File: src/verilog/tmc_pkg.sv
// shared constants of the trigger matching engine
package tmc_pkg;
	// register byte offsets
	localparam logic [11:0] ADDR_CTRL  = 12'h000;
	localparam logic [11:0] ADDR_WIN   = 12'h004;
	localparam logic [11:0] ADDR_MARG  = 12'h008;
	localparam logic [11:0] ADDR_LIMIT = 12'h00C;
	localparam logic [11:0] ADDR_OFFS  = 12'h010;
	localparam logic [11:0] ADDR_STAT  = 12'h014;
	localparam logic [1:0]  LUT_PAGE   = 2'h1;
	// control field positions
	localparam int CTRL_REL_BIT = 1;
	localparam int CTRL_LIM_BIT = 2;
	localparam int CTRL_INL_BIT = 5;
	localparam int CTRL_RES_LSB = 6;
	// paired 12-bit fields sit at bit 0 and bit 16 of a word
	localparam int FLD_HI_LSB   = 16;
	// reset values
	localparam logic [7:0]  RST_CTRL   = 8'h20;
	localparam logic [11:0] RST_WIDTH  = 12'h014;
	localparam logic [11:0] RST_OFFSET = 12'hFD8;
	localparam logic [11:0] RST_SEARCH = 12'h008;
	localparam logic [11:0] RST_REJECT = 12'h004;
	localparam logic [7:0]  RST_LIMIT  = 8'hFF;
	// resolution codes
	localparam logic [1:0] RES_800 = 2'h0;
	localparam logic [1:0] RES_200 = 2'h1;
	localparam logic [1:0] RES_100 = 2'h2;
	// time layout: coarse cycles above fine bins
	localparam int COARSE_W = 12;
	localparam int FINE_W   = 7;
	localparam int HIT_W    = COARSE_W + FINE_W;
	// trigger delay for windows at or after the trigger, in cycles
	localparam logic [11:0] TRIG_DELAY_CYC = 12'h028;
	localparam int TRIG_DEPTH = 16;
	// readout word types in bits 31:28
	localparam logic [3:0] W_DATA = 4'h0;
	localparam logic [3:0] W_HDR  = 4'h1;
	localparam logic [3:0] W_ERR  = 4'h2;
	localparam logic [3:0] W_TRL  = 4'h3;
endpackage

File: src/verilog/tmc_trig_fifo.sv
// trigger fifo holding event number and trigger time tag
`timescale 1ns/10ps
module tmc_trig_fifo import tmc_pkg::*; #(
	parameter int W     = 24,
	parameter int DEPTH = TRIG_DEPTH
) (
	// clock and reset
	input  wire logic                   ref_clk,
	input  wire logic                   rst,
	// fill and drain
	input  wire logic                   push,
	input  wire logic [W-1:0]           din,
	input  wire logic                   pop,
	output logic      [W-1:0]           dout,
	output logic                        empty,
	output logic                        full,
	output logic [$clog2(DEPTH):0]      count
);
	localparam int AW = $clog2(DEPTH);
	logic [W-1:0] mem [DEPTH];
	logic [AW:0]  wrPtr;
	logic [AW:0]  rdPtr;

	assign count = wrPtr - rdPtr;
	assign empty = (wrPtr == rdPtr);
	assign full  = (count == DEPTH[AW:0]);
	assign dout  = mem[rdPtr[AW-1:0]];

	// a push into a full fifo is dropped, the caller flags it
	always_ff @(posedge ref_clk) begin
		if (rst) begin
			wrPtr <= '0;
		end else if (push && !full) begin
			mem[wrPtr[AW-1:0]] <= din;
			wrPtr <= wrPtr + 1'b1;
		end
	end

	always_ff @(posedge ref_clk) begin
		if (rst)
			rdPtr <= '0;
		else if (pop && !empty)
			rdPtr <= rdPtr + 1'b1;
	end
endmodule

File: src/verilog/tmc_inl_corr.sv
// periodic lookup-table non-linearity correction of hit times
`timescale 1ns/10ps
module tmc_inl_corr import tmc_pkg::*; (
	// clock and reset
	input  wire logic             ref_clk,
	input  wire logic             rst,
	// configuration and table load
	input  wire logic             enable,
	input  wire logic [1:0]       resSel,
	input  wire logic             lutWe,
	input  wire logic [7:0]       lutAddr,
	input  wire logic [7:0]       lutData,
	// raw hits
	input  wire logic             inValid,
	input  wire logic [3:0]       inChan,
	input  wire logic [HIT_W-1:0] inTime,
	// corrected hits
	output logic                  outValid,
	output logic      [3:0]       outChan,
	output logic      [HIT_W-1:0] outTime
);
	// one clock period of bins, loaded by software from stored calibration
	logic [7:0]       lut [256];
	logic [7:0]       idx;
	logic [HIT_W-1:0] corr;

	always_ff @(posedge ref_clk) begin
		if (lutWe)
			lut[lutAddr] <= lutData;
	end

	always_comb begin
		idx  = inTime[7:0];
		corr = inTime;
		if (resSel == RES_200)
			idx = {1'b0, inTime[6:0]};
		if (enable && (resSel == RES_200 || resSel == RES_100))
			corr = inTime - {{(HIT_W-8){lut[idx][7]}}, lut[idx]};
		// 800 ps keeps the raw value
	end

	always_ff @(posedge ref_clk) begin
		if (rst) begin
			outValid <= 1'b0;
			outChan  <= '0;
			outTime  <= '0;
		end else begin
			outValid <= inValid;
			outChan  <= inChan;
			outTime  <= corr;
		end
	end
endmodule

File: src/verilog/tmc_top.sv
// trigger matching engine with register slave and readout stream
// Behaviour
// - match trigger tags from the trigger fifo against buffered hits
// - four programmable knobs: width, offset, search and reject margins
// - matching works in whole 25 ns clock cycles
// - window offset is a signed distance from trigger to window start
// - windows at or after the trigger wait 40 cycles before search
// - search spans the window plus a margin, default eight cycles
// - with no triggers pending, old hits go by the reject counter
// - events sit between header (event, tag) and trailer (event, count)
// - hit times absolute by default, optionally window-relative
// - optional cap of hits per event, excess flagged at event end
// - overflow, parity or truncation gives an error flag word
// - a hit goes into every event whose window holds it
// - window width and offset are 12-bit cycle counts
// - non-linearity corrected by subtracting a per-bin table entry
// - 200 ps uses 128 entries indexed by the low seven bits
// - 100 ps uses 256 entries indexed by the low eight bits
// - no correction at 800 ps
// - control bit 5 enables correction, set after reset
// - pending triggers held in a sixteen word fifo
// - bunch reset loads coarse and reject counters, event reset events
`timescale 1ns/10ps
module tmc_top import tmc_pkg::*; #(
	parameter int HIT_DEPTH = 16
) (
	// clock and reset
	input  wire logic             ref_clk,
	input  wire logic             rst,
	// ahb-lite slave
	input  wire logic             hsel,
	input  wire logic [31:0]      haddr,
	input  wire logic [1:0]       htrans,
	input  wire logic             hwrite,
	input  wire logic [2:0]       hsize,
	input  wire logic [31:0]      hwdata,
	input  wire logic             hready,
	output logic                  hreadyout,
	output logic      [31:0]      hrdata,
	output logic                  hresp,
	// trigger and reset pins
	input  wire logic             trigIn,
	input  wire logic             bunchRstIn,
	input  wire logic             eventRstIn,
	// hits from the measurement logic
	input  wire logic             hitValid,
	input  wire logic [3:0]       hitChan,
	input  wire logic [HIT_W-1:0] hitTime,
	input  wire logic             hitParityErr,
	// readout stream
	input  wire logic             roReady,
	output logic                  roValid,
	output logic      [31:0]      roData
);
	localparam int AW = $clog2(HIT_DEPTH);

	typedef enum logic [2:0] {
		S_IDLE  = 3'b000,
		S_HEAD  = 3'b001,
		S_SCAN  = 3'b010,
		S_ERR   = 3'b011,
		S_TRAIL = 3'b100
	} tmc_state_t;

	// true when a lies strictly after b on the wrapping coarse scale
	function automatic logic after(input logic [11:0] a, input logic [11:0] b);
		logic [11:0] d;
		d = a - b;
		return (d != 12'h000) && !d[11];
	endfunction

	logic [7:0]  ctrlReg;
	logic [11:0] winWidth, winOffset, searchMargin, rejectMargin;
	logic [11:0] coarseOffset, eventOffset;
	logic [7:0]  hitLimit;
	logic        wrPend;
	logic [11:0] wrAddr;
	logic [31:0] rdMux;
	logic [2:0]  pinMeta, pinSync, pinLast, pinRise;
	logic [11:0] coarse, rejCnt, eventCnt;
	logic        trigEmpty, trigFull;
	logic [23:0] trigDout;
	logic [4:0]  trigCount;
	logic        trigPop;
	logic        inlValid;
	logic [3:0]  inlChan;
	logic [HIT_W-1:0] inlTime;
	logic [HIT_W+3:0] hitMem [HIT_DEPTH];
	logic [AW:0] wrPtr, rdPtr, scanPtr;
	logic        hitFull, purge;
	logic [3:0]  errFlags;
	tmc_state_t  state;
	logic [11:0] curTag, curEvent, curStart, wordCnt;
	logic [11:0] headStart, age, tailC, scanC, searchEnd;
	logic [12:0] lateSum;
	logic        straddle, due, inWin, limitReached, canEmit, emit;
	logic [HIT_W+3:0] scanHit, tailHit;
	logic [HIT_W-1:0] outTime;
	logic [31:0] word;

	// bus slave: always ready, read data staged in the address phase
	always_ff @(posedge ref_clk) begin
		if (rst) begin
			wrPend    <= 1'b0;
			wrAddr    <= '0;
			hrdata    <= '0;
			hreadyout <= 1'b1;
			hresp     <= 1'b0;
		end else begin
			wrPend <= hsel && hready && htrans[1] && hwrite;
			wrAddr <= haddr[11:0];
			if (hsel && hready && htrans[1] && !hwrite)
				hrdata <= rdMux;
		end
	end

	always_comb begin
		unique case (haddr[11:0])
			ADDR_CTRL:  rdMux = {24'h000000, ctrlReg};
			ADDR_WIN:   rdMux = {4'h0, winOffset, 4'h0, winWidth};
			ADDR_MARG:  rdMux = {4'h0, rejectMargin, 4'h0, searchMargin};
			ADDR_LIMIT: rdMux = {24'h000000, hitLimit};
			ADDR_OFFS:  rdMux = {4'h0, eventOffset, 4'h0, coarseOffset};
			ADDR_STAT:  rdMux = {trigCount, errFlags, state, 8'h00, eventCnt};
			default:    rdMux = 32'h00000000;
		endcase
	end

	always_ff @(posedge ref_clk) begin
		if (rst) begin
			ctrlReg      <= RST_CTRL;
			winWidth     <= RST_WIDTH;
			winOffset    <= RST_OFFSET;
			searchMargin <= RST_SEARCH;
			rejectMargin <= RST_REJECT;
			hitLimit     <= RST_LIMIT;
			coarseOffset <= '0;
			eventOffset  <= '0;
		end else if (wrPend) begin
			unique case (wrAddr)
				ADDR_CTRL: ctrlReg <= hwdata[7:0];
				ADDR_WIN: begin
					winWidth  <= hwdata[11:0];
					winOffset <= hwdata[FLD_HI_LSB +: 12];
				end
				ADDR_MARG: begin
					searchMargin <= hwdata[11:0];
					rejectMargin <= hwdata[FLD_HI_LSB +: 12];
				end
				ADDR_LIMIT: hitLimit <= hwdata[7:0];
				ADDR_OFFS: begin
					coarseOffset <= hwdata[11:0];
					eventOffset  <= hwdata[FLD_HI_LSB +: 12];
				end
				default: ;
			endcase
		end
	end

	// pins come from outside the clock domain
	always_ff @(posedge ref_clk) begin
		if (rst) begin
			pinMeta <= '0;
			pinSync <= '0;
			pinLast <= '0;
		end else begin
			pinMeta <= {eventRstIn, bunchRstIn, trigIn};
			pinSync <= pinMeta;
			pinLast <= pinSync;
		end
	end
	assign pinRise = pinSync & ~pinLast;

	// the trigger tag counter is the coarse counter itself
	always_ff @(posedge ref_clk) begin
		if (rst) begin
			coarse <= '0;
			rejCnt <= 12'h000 - RST_REJECT;
		end else if (pinRise[1]) begin
			coarse <= coarseOffset;
			rejCnt <= coarseOffset - rejectMargin;
		end else begin
			coarse <= coarse + 1'b1;
			rejCnt <= rejCnt + 1'b1;
		end
	end

	always_ff @(posedge ref_clk) begin
		if (rst)
			eventCnt <= '0;
		else if (pinRise[2])
			eventCnt <= eventOffset;
		else if (pinRise[0])
			eventCnt <= eventCnt + 1'b1;
	end

	tmc_trig_fifo #(
		.W     (24),
		.DEPTH (TRIG_DEPTH)
	) u_trig (
		.ref_clk (ref_clk),
		.rst     (rst),
		.push    (pinRise[0]),
		.din     ({eventCnt, coarse}),
		.pop     (trigPop),
		.dout    (trigDout),
		.empty   (trigEmpty),
		.full    (trigFull),
		.count   (trigCount)
	);

	tmc_inl_corr u_inl (
		.ref_clk  (ref_clk),
		.rst      (rst),
		.enable   (ctrlReg[CTRL_INL_BIT]),
		.resSel   (ctrlReg[CTRL_RES_LSB +: 2]),
		.lutWe    (wrPend && wrAddr[11:10] == LUT_PAGE),
		.lutAddr  (wrAddr[9:2]),
		.lutData  (hwdata[7:0]),
		.inValid  (hitValid),
		.inChan   (hitChan),
		.inTime   (hitTime),
		.outValid (inlValid),
		.outChan  (inlChan),
		.outTime  (inlTime)
	);

	// hit staging buffer
	assign hitFull = (wrPtr - rdPtr) == HIT_DEPTH[AW:0];
	always_ff @(posedge ref_clk) begin
		if (rst) begin
			wrPtr <= '0;
		end else if (inlValid && !hitFull) begin
			hitMem[wrPtr[AW-1:0]] <= {inlChan, inlTime};
			wrPtr <= wrPtr + 1'b1;
		end
	end

	// purging only while idle keeps the scan pointer inside live data
	// reject point trails the window start, so a later trigger keeps its hits
	assign tailHit = hitMem[rdPtr[AW-1:0]];
	assign tailC   = tailHit[HIT_W-1:FINE_W];
	assign purge   = (state == S_IDLE) && (rdPtr != wrPtr) &&
		(trigEmpty ? after(rejCnt + winOffset, tailC)
		           : after(headStart - searchMargin, tailC));
	always_ff @(posedge ref_clk) begin
		if (rst)
			rdPtr <= '0;
		else if (purge)
			rdPtr <= rdPtr + 1'b1;
	end

	// head trigger: signed offset, delay only for late windows
	assign headStart = trigDout[11:0] + winOffset;
	assign lateSum   = {winOffset[11], winOffset} + {1'b0, winWidth};
	assign straddle  = !winOffset[11] || (lateSum != 13'h0000 && !lateSum[12]);
	assign age       = coarse - trigDout[11:0];
	assign due       = !straddle || age >= TRIG_DELAY_CYC;

	assign scanHit   = hitMem[scanPtr[AW-1:0]];
	assign scanC     = scanHit[HIT_W-1:FINE_W];
	assign inWin     = (scanC - curStart) < winWidth;
	assign searchEnd = curStart + winWidth + searchMargin;
	assign limitReached = ctrlReg[CTRL_LIM_BIT] &&
		wordCnt >= {4'h0, hitLimit};
	assign outTime   = ctrlReg[CTRL_REL_BIT] ?
		scanHit[HIT_W-1:0] - {curStart, {FINE_W{1'b0}}}
		: scanHit[HIT_W-1:0];
	assign canEmit   = !roValid || roReady;

	always_comb begin
		emit = 1'b0;
		word = 32'h00000000;
		unique case (state)
			S_HEAD: begin
				emit = canEmit;
				word = {W_HDR, curEvent, 4'h0, curTag};
			end
			S_SCAN: begin
				emit = canEmit && scanPtr != wrPtr && inWin && !limitReached;
				word = {W_DATA, scanHit[HIT_W+3:HIT_W], 5'h00, outTime};
			end
			S_ERR: begin
				emit = canEmit && (errFlags != 4'h0);
				word = {W_ERR, 24'h000000, errFlags};
			end
			S_TRAIL: begin
				emit = canEmit;
				word = {W_TRL, curEvent, 4'h0, wordCnt};
			end
			default: ;
		endcase
	end

	always_ff @(posedge ref_clk) begin
		if (rst) begin
			roValid <= 1'b0;
			roData  <= '0;
		end else if (emit) begin
			roValid <= 1'b1;
			roData  <= word;
		end else if (roReady) begin
			roValid <= 1'b0;
		end
	end

	// flags: limit, parity, trigger overflow, hit overflow; set wins
	always_ff @(posedge ref_clk) begin
		if (rst)
			errFlags <= '0;
		else
			errFlags <= (errFlags & {4{!trigPop}}) | {
				state == S_SCAN && scanPtr != wrPtr && inWin && limitReached,
				hitParityErr,
				pinRise[0] && trigFull,
				inlValid && hitFull};
	end

	assign trigPop = (state == S_TRAIL) && emit;

	always_ff @(posedge ref_clk) begin
		if (rst) begin
			state    <= S_IDLE;
			curTag   <= '0;
			curEvent <= '0;
			curStart <= '0;
			scanPtr  <= '0;
			wordCnt  <= '0;
		end else begin
			unique case (state)
				S_IDLE: if (!trigEmpty && due) begin
					curTag   <= trigDout[11:0];
					curEvent <= trigDout[23:12];
					curStart <= headStart;
					state    <= S_HEAD;
				end
				S_HEAD: if (emit) begin
					// rescan from the tail so overlapping events share hits
					scanPtr <= rdPtr;
					wordCnt <= '0;
					state   <= S_SCAN;
				end
				S_SCAN: begin
					if (scanPtr != wrPtr) begin
						if (!inWin || limitReached) begin
							scanPtr <= scanPtr + 1'b1;
						end else if (emit) begin
							scanPtr <= scanPtr + 1'b1;
							wordCnt <= wordCnt + 1'b1;
						end
					end else if (!after(searchEnd, coarse)) begin
						state <= S_ERR;
					end
				end
				S_ERR: if (errFlags == 4'h0 || emit)
					state <= S_TRAIL;
				S_TRAIL: if (emit)
					state <= S_IDLE;
				default: state <= S_IDLE;
			endcase
		end
	end
endmodule

File: config.mk
export PLATFORM = sky130hd
export DESIGN_NAME = tmc_top
export DESIGN_NICKNAME = d
export VERILOG_FILES = /design/src/verilog/tmc_pkg.sv /design/src/verilog/tmc_trig_fifo.sv /design/src/verilog/tmc_inl_corr.sv /design/src/verilog/tmc_top.sv
export SDC_FILE = /design/constraint.sdc
export NUM_CORES = 2
export LEC_CHECK = 0
export BUFFER_PORTS_ARGS = -buffer_cell sky130_fd_sc_hd__buf_4
export CAP_MARGIN = 15
export CORE_ASPECT_RATIO = 1.5
export CORE_UTILIZATION = 35
export CTS_BUF_LIST = sky130_fd_sc_hd__clkbuf_4
export DETAILED_ROUTE_END_ITERATION = 10
export GPL_TIMING_DRIVEN = 0
export SYNTH_ARGS = -nofsm -noshare
export SYNTH_HDL_FRONTEND = slang
export SYNTH_HIERARCHICAL = 1
export SYNTH_SLANG_ARGS = --single-unit
File: constraint.sdc
create_clock -name ref_clk -period 8.05 [get_ports ref_clk]
set_input_delay 1.61 -clock ref_clk [delete_from_list [all_inputs] [get_ports ref_clk]]
set_output_delay 1.61 -clock ref_clk [all_outputs]
set_load 0.02 [all_outputs]
==> results.md <==
Cells and area:
- The final layout net count is approximately 8,300.
- After filler insertion, the fill cell instance count of the layout stands at approximately 33,000.
- The area occupied by multi-input gates is 36,400 µm².
- The footprint of the flip-flops and latches is 90,500 µm².
- The total non-filler cell area in the finished layout is 148,000 µm².
- The signed area change from the synthesized netlist to the final layout is 14.6%.
- The fraction of layout instances using a drive strength above 1 is 0.301.
- For this run, the number of standard cells in the final layout without fillers is 13,300.

Pwr:
- The relative contribution of the clock network to total power is 0.377.
- Summed over all nets, the switching power comes to 0.00862 W.
- The fraction of power spent switching nets is 0.251.
- The part of the total power dissipated in combinational logic is 0.103.
- Of the total power, registers draw 0.520.
- The total chip power is approximately 0.034 W.
- The power density relative to cell area is 232 nW/µm².
- VDD sags by at most approximately 0.00015 V.
- Internal power comes to 0.0257 W.
- In this run the static leakage power is 48.1 nW.

Drt:
- The remaining number of nets flagged by the antenna check after routing is 0.
- After detailed routing, the number of remaining DRC violations is 0.
- The detailed-routing iteration count for the pre-antenna-repair pass is 8.
- The routed wire length per instance is 30.9 µm.
- The routed layout has 73,700 vias.
- In this run, the number of DRC markers left after iteration 0 of detailed routing was 7,327.
- The overall routed net length is 413 mm.
- Using the TritonRoute via totals, the vias-per-cell ratio works out to 5.52.

Timing:
- Hold is met by ~400 ps.
- Derived from the worst setup path, the maximum achievable clock frequency is 0.129 GHz.
- Measured against its own limit, the worst slew margin works out to 0.0673.
- Across all setup checks in the final design, the least slack found is 285 ps.
- The number of endpoints with negative hold slack in the final report is 0.
- The count of final setup violators is 0.
- Setup repair after global routing could not meet its margin everywhere.
- The clock period could shrink to 7770 ps.
- The post-route fraction of the period consumed by the critical path is 0.965.
- The clock skew after layout is between 150 and 200 ps.
- For the pin with the worst max-slew slack, the measured transition is about 1400 ps.
- The count of pins over their slew limit is 0.

Clock tree:
- In this run, post-CTS hold repair placed 0 buffers.
- The number of clock buffers added by TritonCTS is 732.
- The number of setup buffers added after CTS is 0.
- The insertion delay to the later sink of the worst-skew pair is 1480 ps.
- Clock-pin slew was measured on the worst setup and hold paths at 70 ps.
- The CTS root buffer is clkbuf_4.
- CTS saw 3,121 sinks.
- The number of levels in the clock H-tree is 6.
- The TritonCTS clock tree is yes.
- Counting along the longest clock path gives a buffer depth of 4.

Logic synthesis:
- The most used standard cell by instance count after synthesis is edfxtp_1.
- For this run, the register share of the synthesized area comes to 0.700.
- The count of state elements after synthesis is 3,121.
- In the synthesized netlist, the cells that appear most often are edfxtp_1, mux4_2, nor2_1.
- The synthesized design spends more area on one cell type than any other, namely edfxtp_1.
- In the synthesized netlist the dominant register cell turns out to be edfxtp_1.
- The cell count after synthesis came out at just under 7,000.
- The number of flops mapped to enable cells by yosys is 2,800.
- The count of distinct cell types in the synthesized netlist is 84.
- The mean instance size in the synthesized netlist is 18.6 µm².
- Yosys attributes the largest share of cell area to edfxtp_1, mux4_2, dfxtp_1.
- The area share of the leading cell type in the synthesized netlist is 0.651.
- The number of warnings reported in the yosys synthesis log is 6.
- Of the total synthesized cell area, the portion taken by full adders, half adders and majority gates is 0.0226.
- Of the total synthesized cell area, the portion taken by AND, OR, NAND and NOR gates is 0.0440.
- The portion of synthesized area spent on multiplexers is 0.176.
- Of all flip-flops after synthesis, the portion carrying an async set or reset was 0.
- The parity-gate share of the synthesized area counting xor and xnor cells is 0.00756.
- The area fraction in compound gates after synthesis is 0.0296.
- The cell area after synthesis is 129,000 µm².
- The main combinational cell family by area after synthesis is multiplexers.

Floorplanning:
- The number of primary I/O pins is 170.
- From bottom edge to top edge, the die measures 746 µm.
- The starting utilization of the core area is 0.353.
- The site row count is 272.
- The die is 498 µm wide.
- The area enclosed by the die boundary is around 370,000 µm².
- The area of the core is ~370,000 µm².

Critical path:
- Traced cell by cell, the critical path runs through clkbuf_1 -> clkbuf_1 -> clkbuf_2 -> mux4_2 -> mux4_2 -> ha_1 -> nor2b_1 -> o21ai_0 -> nand2_1 -> a21oi_1 -> o21bai_1 -> a31oi_1 -> or4_1 -> and4_1 -> fa_1 -> inv_1 -> ha_1 -> nor2_1 -> a2111oi_0 -> nor4b_1 -> o2111ai_1 -> a31oi_4 -> nor2_1 -> mux2_2.
- The critical path in this run is classified as flop to flop.
- The worst setup path is launched from a flop.
- At the worst endpoint, the required time is 9350 ps.
- The peak fanout along the critical path is 10.
- The worst reg2reg path depth is 24.
- In this run the register-to-register setup slack is 280 ps.
- The largest individual stage delay along the critical path comes from the cell mux4_2.
- The longest individual stage delay on the worst path is about 720 ps.
- The category of the worst setup path capture point is a flop.
- The arrival time at the worst endpoint is 9060 ps.

Flow run:
- The max capacitance violation total is 0.

Placed design:
- Timing analysis after detailed placement gives a worst setup slack of -882 ps.
- Buffers placed on the I/O ports in this run total approximately 130.
- After detailed placement, the design holds a cell count of about 12,000.
- At the end of routability-driven placement, the weighted congestion stood at around 0.97.
- Detailed placement ended at an HPWL of 295 mm.
- After detailed placement, the total cell area comes to 138,000 µm².

Hold path:
- The hold path depth is 2.
- The worst hold endpoint is u_inl/outChan[2].
- The startpoint of the most critical hold path is hitChan[2].
- The path category of the worst min-delay check is input pin to flop.

Global route:
- Entering global routing, the biggest net connects 150 pins.
- The overall routing resource usage is 0.220.
- The first global-routing pass estimated 574 mm of wire.
- The number of global-route vias before repair was 76,300.
- The total grt overflow is 0.
- The initial antenna violation count is 21.

Run status:
- The run finished with clean final reports.
-- logic make-up after synthesis --
kind of cell / count (synthesis)
muxes: 1088
DFF: 3121
and+or+nand+nor: 1256
adders and majority gates: 203
AOI/OAI and AO/OA: 566
buffers and inverters: 614
xor gates and xnor gates: 110
other: 2
-- area by class of cell --
type,count,share of cell area
clock buffers,1075,0.0545
inverters,226,0.00573
flip-flops and latches,3121,0.611
plain buffers,388,0.0116
well taps,4795,0.0405
multi-input cells,3231,0.246
diodes,22,0.000372
repair buffers,262,0.0210
clock inverters,228,0.00946
-- cells in the final DEF (no fill, tap or decap), types with 47 or more instances in the layout --
| cell type | count |
|---|---|
| o21ai_0 | 86 |
| buf_8 | 54 |
| nand3_1 | 86 |
| fa_1 | 51 |
| ha_1 | 152 |
| nor2_1 | 494 |
| dfxtp_1 | 321 |
| a21oi_1 | 161 |
| clkbuf_4 | 1076 |
| buf_4 | 151 |
| buf_2 | 79 |
| clkbuf_1 | 215 |
| mux2i_1 | 102 |
| nor2b_1 | 70 |
| clkinv_1 | 155 |
| buf_1 | 55 |
| a22oi_1 | 47 |
| edfxtp_1 | 2800 |
| xnor2_1 | 74 |
| mux4_2 | 945 |
| nor3_1 | 53 |
| inv_1 | 226 |
| nand2_1 | 320 |
-- worst max path at each step --
stage / startpoint / end / slack [ps] / cells past startpoint
floorplan: hitTime[0] / u_inl/outTime[18] / 1630 / 16
global placement: hitTime[1] / u_inl/outTime[18] / -2150 / 19
detailed placement: hitTime[1] / u_inl/outTime[18] / -880 / 18
CTS: flop / flop / 100 / 24
global route: flop / rdPtr[0] / -30 / 24
finish: flop / flop / 280 / 24
-- what timing repair did --
action                                 CTS  global route
gates resized for setup                  2             9
pin swaps                                0             0
endpoints found under the hold margin    0             0
setup endpoints to repair                9            35
-- per-layer routing --
| layer | wire, µm | track usage | share of wire | up-vias |
|---|---|---|---|---|
| met5 | 56 | 0 | 0.00014 | - |
| met4 | 33200 | 0.158 | 0.080 | 8 |
| met3 | 29500 | 0.0430 | 0.071 | 1006 |
| li1 | - | - | - | 30600 |
| met2 | 213000 | 0.388 | 0.52 | 3541 |
| met1 | 138000 | 0.235 | 0.33 | 38500 |
-- power groups by stage --
stage | logic, W | clock network [W] | registers, W
after floorplan | 0.00203 | 0 | 0.0182
after global placement | 0.00337 | 0 | 0.0182
after detailed placement | 0.00347 | 0 | 0.0182
after CTS | 0.00349 | 0.0133 | 0.0178
after global routing | 0.00371 | 0.0140 | 0.0178
final | 0.00352 | 0.0129 | 0.0178
-- worst max-delay path: cells and delay by family, from the launching register on --
| family | cells | cell delay [ps] |
|---|---|---|
| and+or+nand+nor | 7 | 1560 |
| DFF | 1 | 340 |
| muxes | 3 | 1440 |
| AOI/OAI and AO/OA | 7 | 1760 |
| buffers and inverters | 4 | 1290 |
| adders and majority gates | 3 | 1280 |
-- metrics by stage --
| stage | util | TNS, ps |
|---|---|---|
| after global routing | 0.404 | -55.0 |
| after global placement | 0.372 | -19900 |
| final | 0.404 | 0 |
| after detailed placement | 0.378 | -7400 |
| after CTS | 0.404 | 0 |
| after floorplan | - | 0 |
-- sequential cells by signal, summed over array words and instances, names as in the netlist, 19 cells and up, named ones only --
register       flops
roData            30
u_inl/outTime     19
u_trig/mem       384
u_inl/lut       2048
hitMem           368
hrdata            28
(Power assumes the default switching activity.)
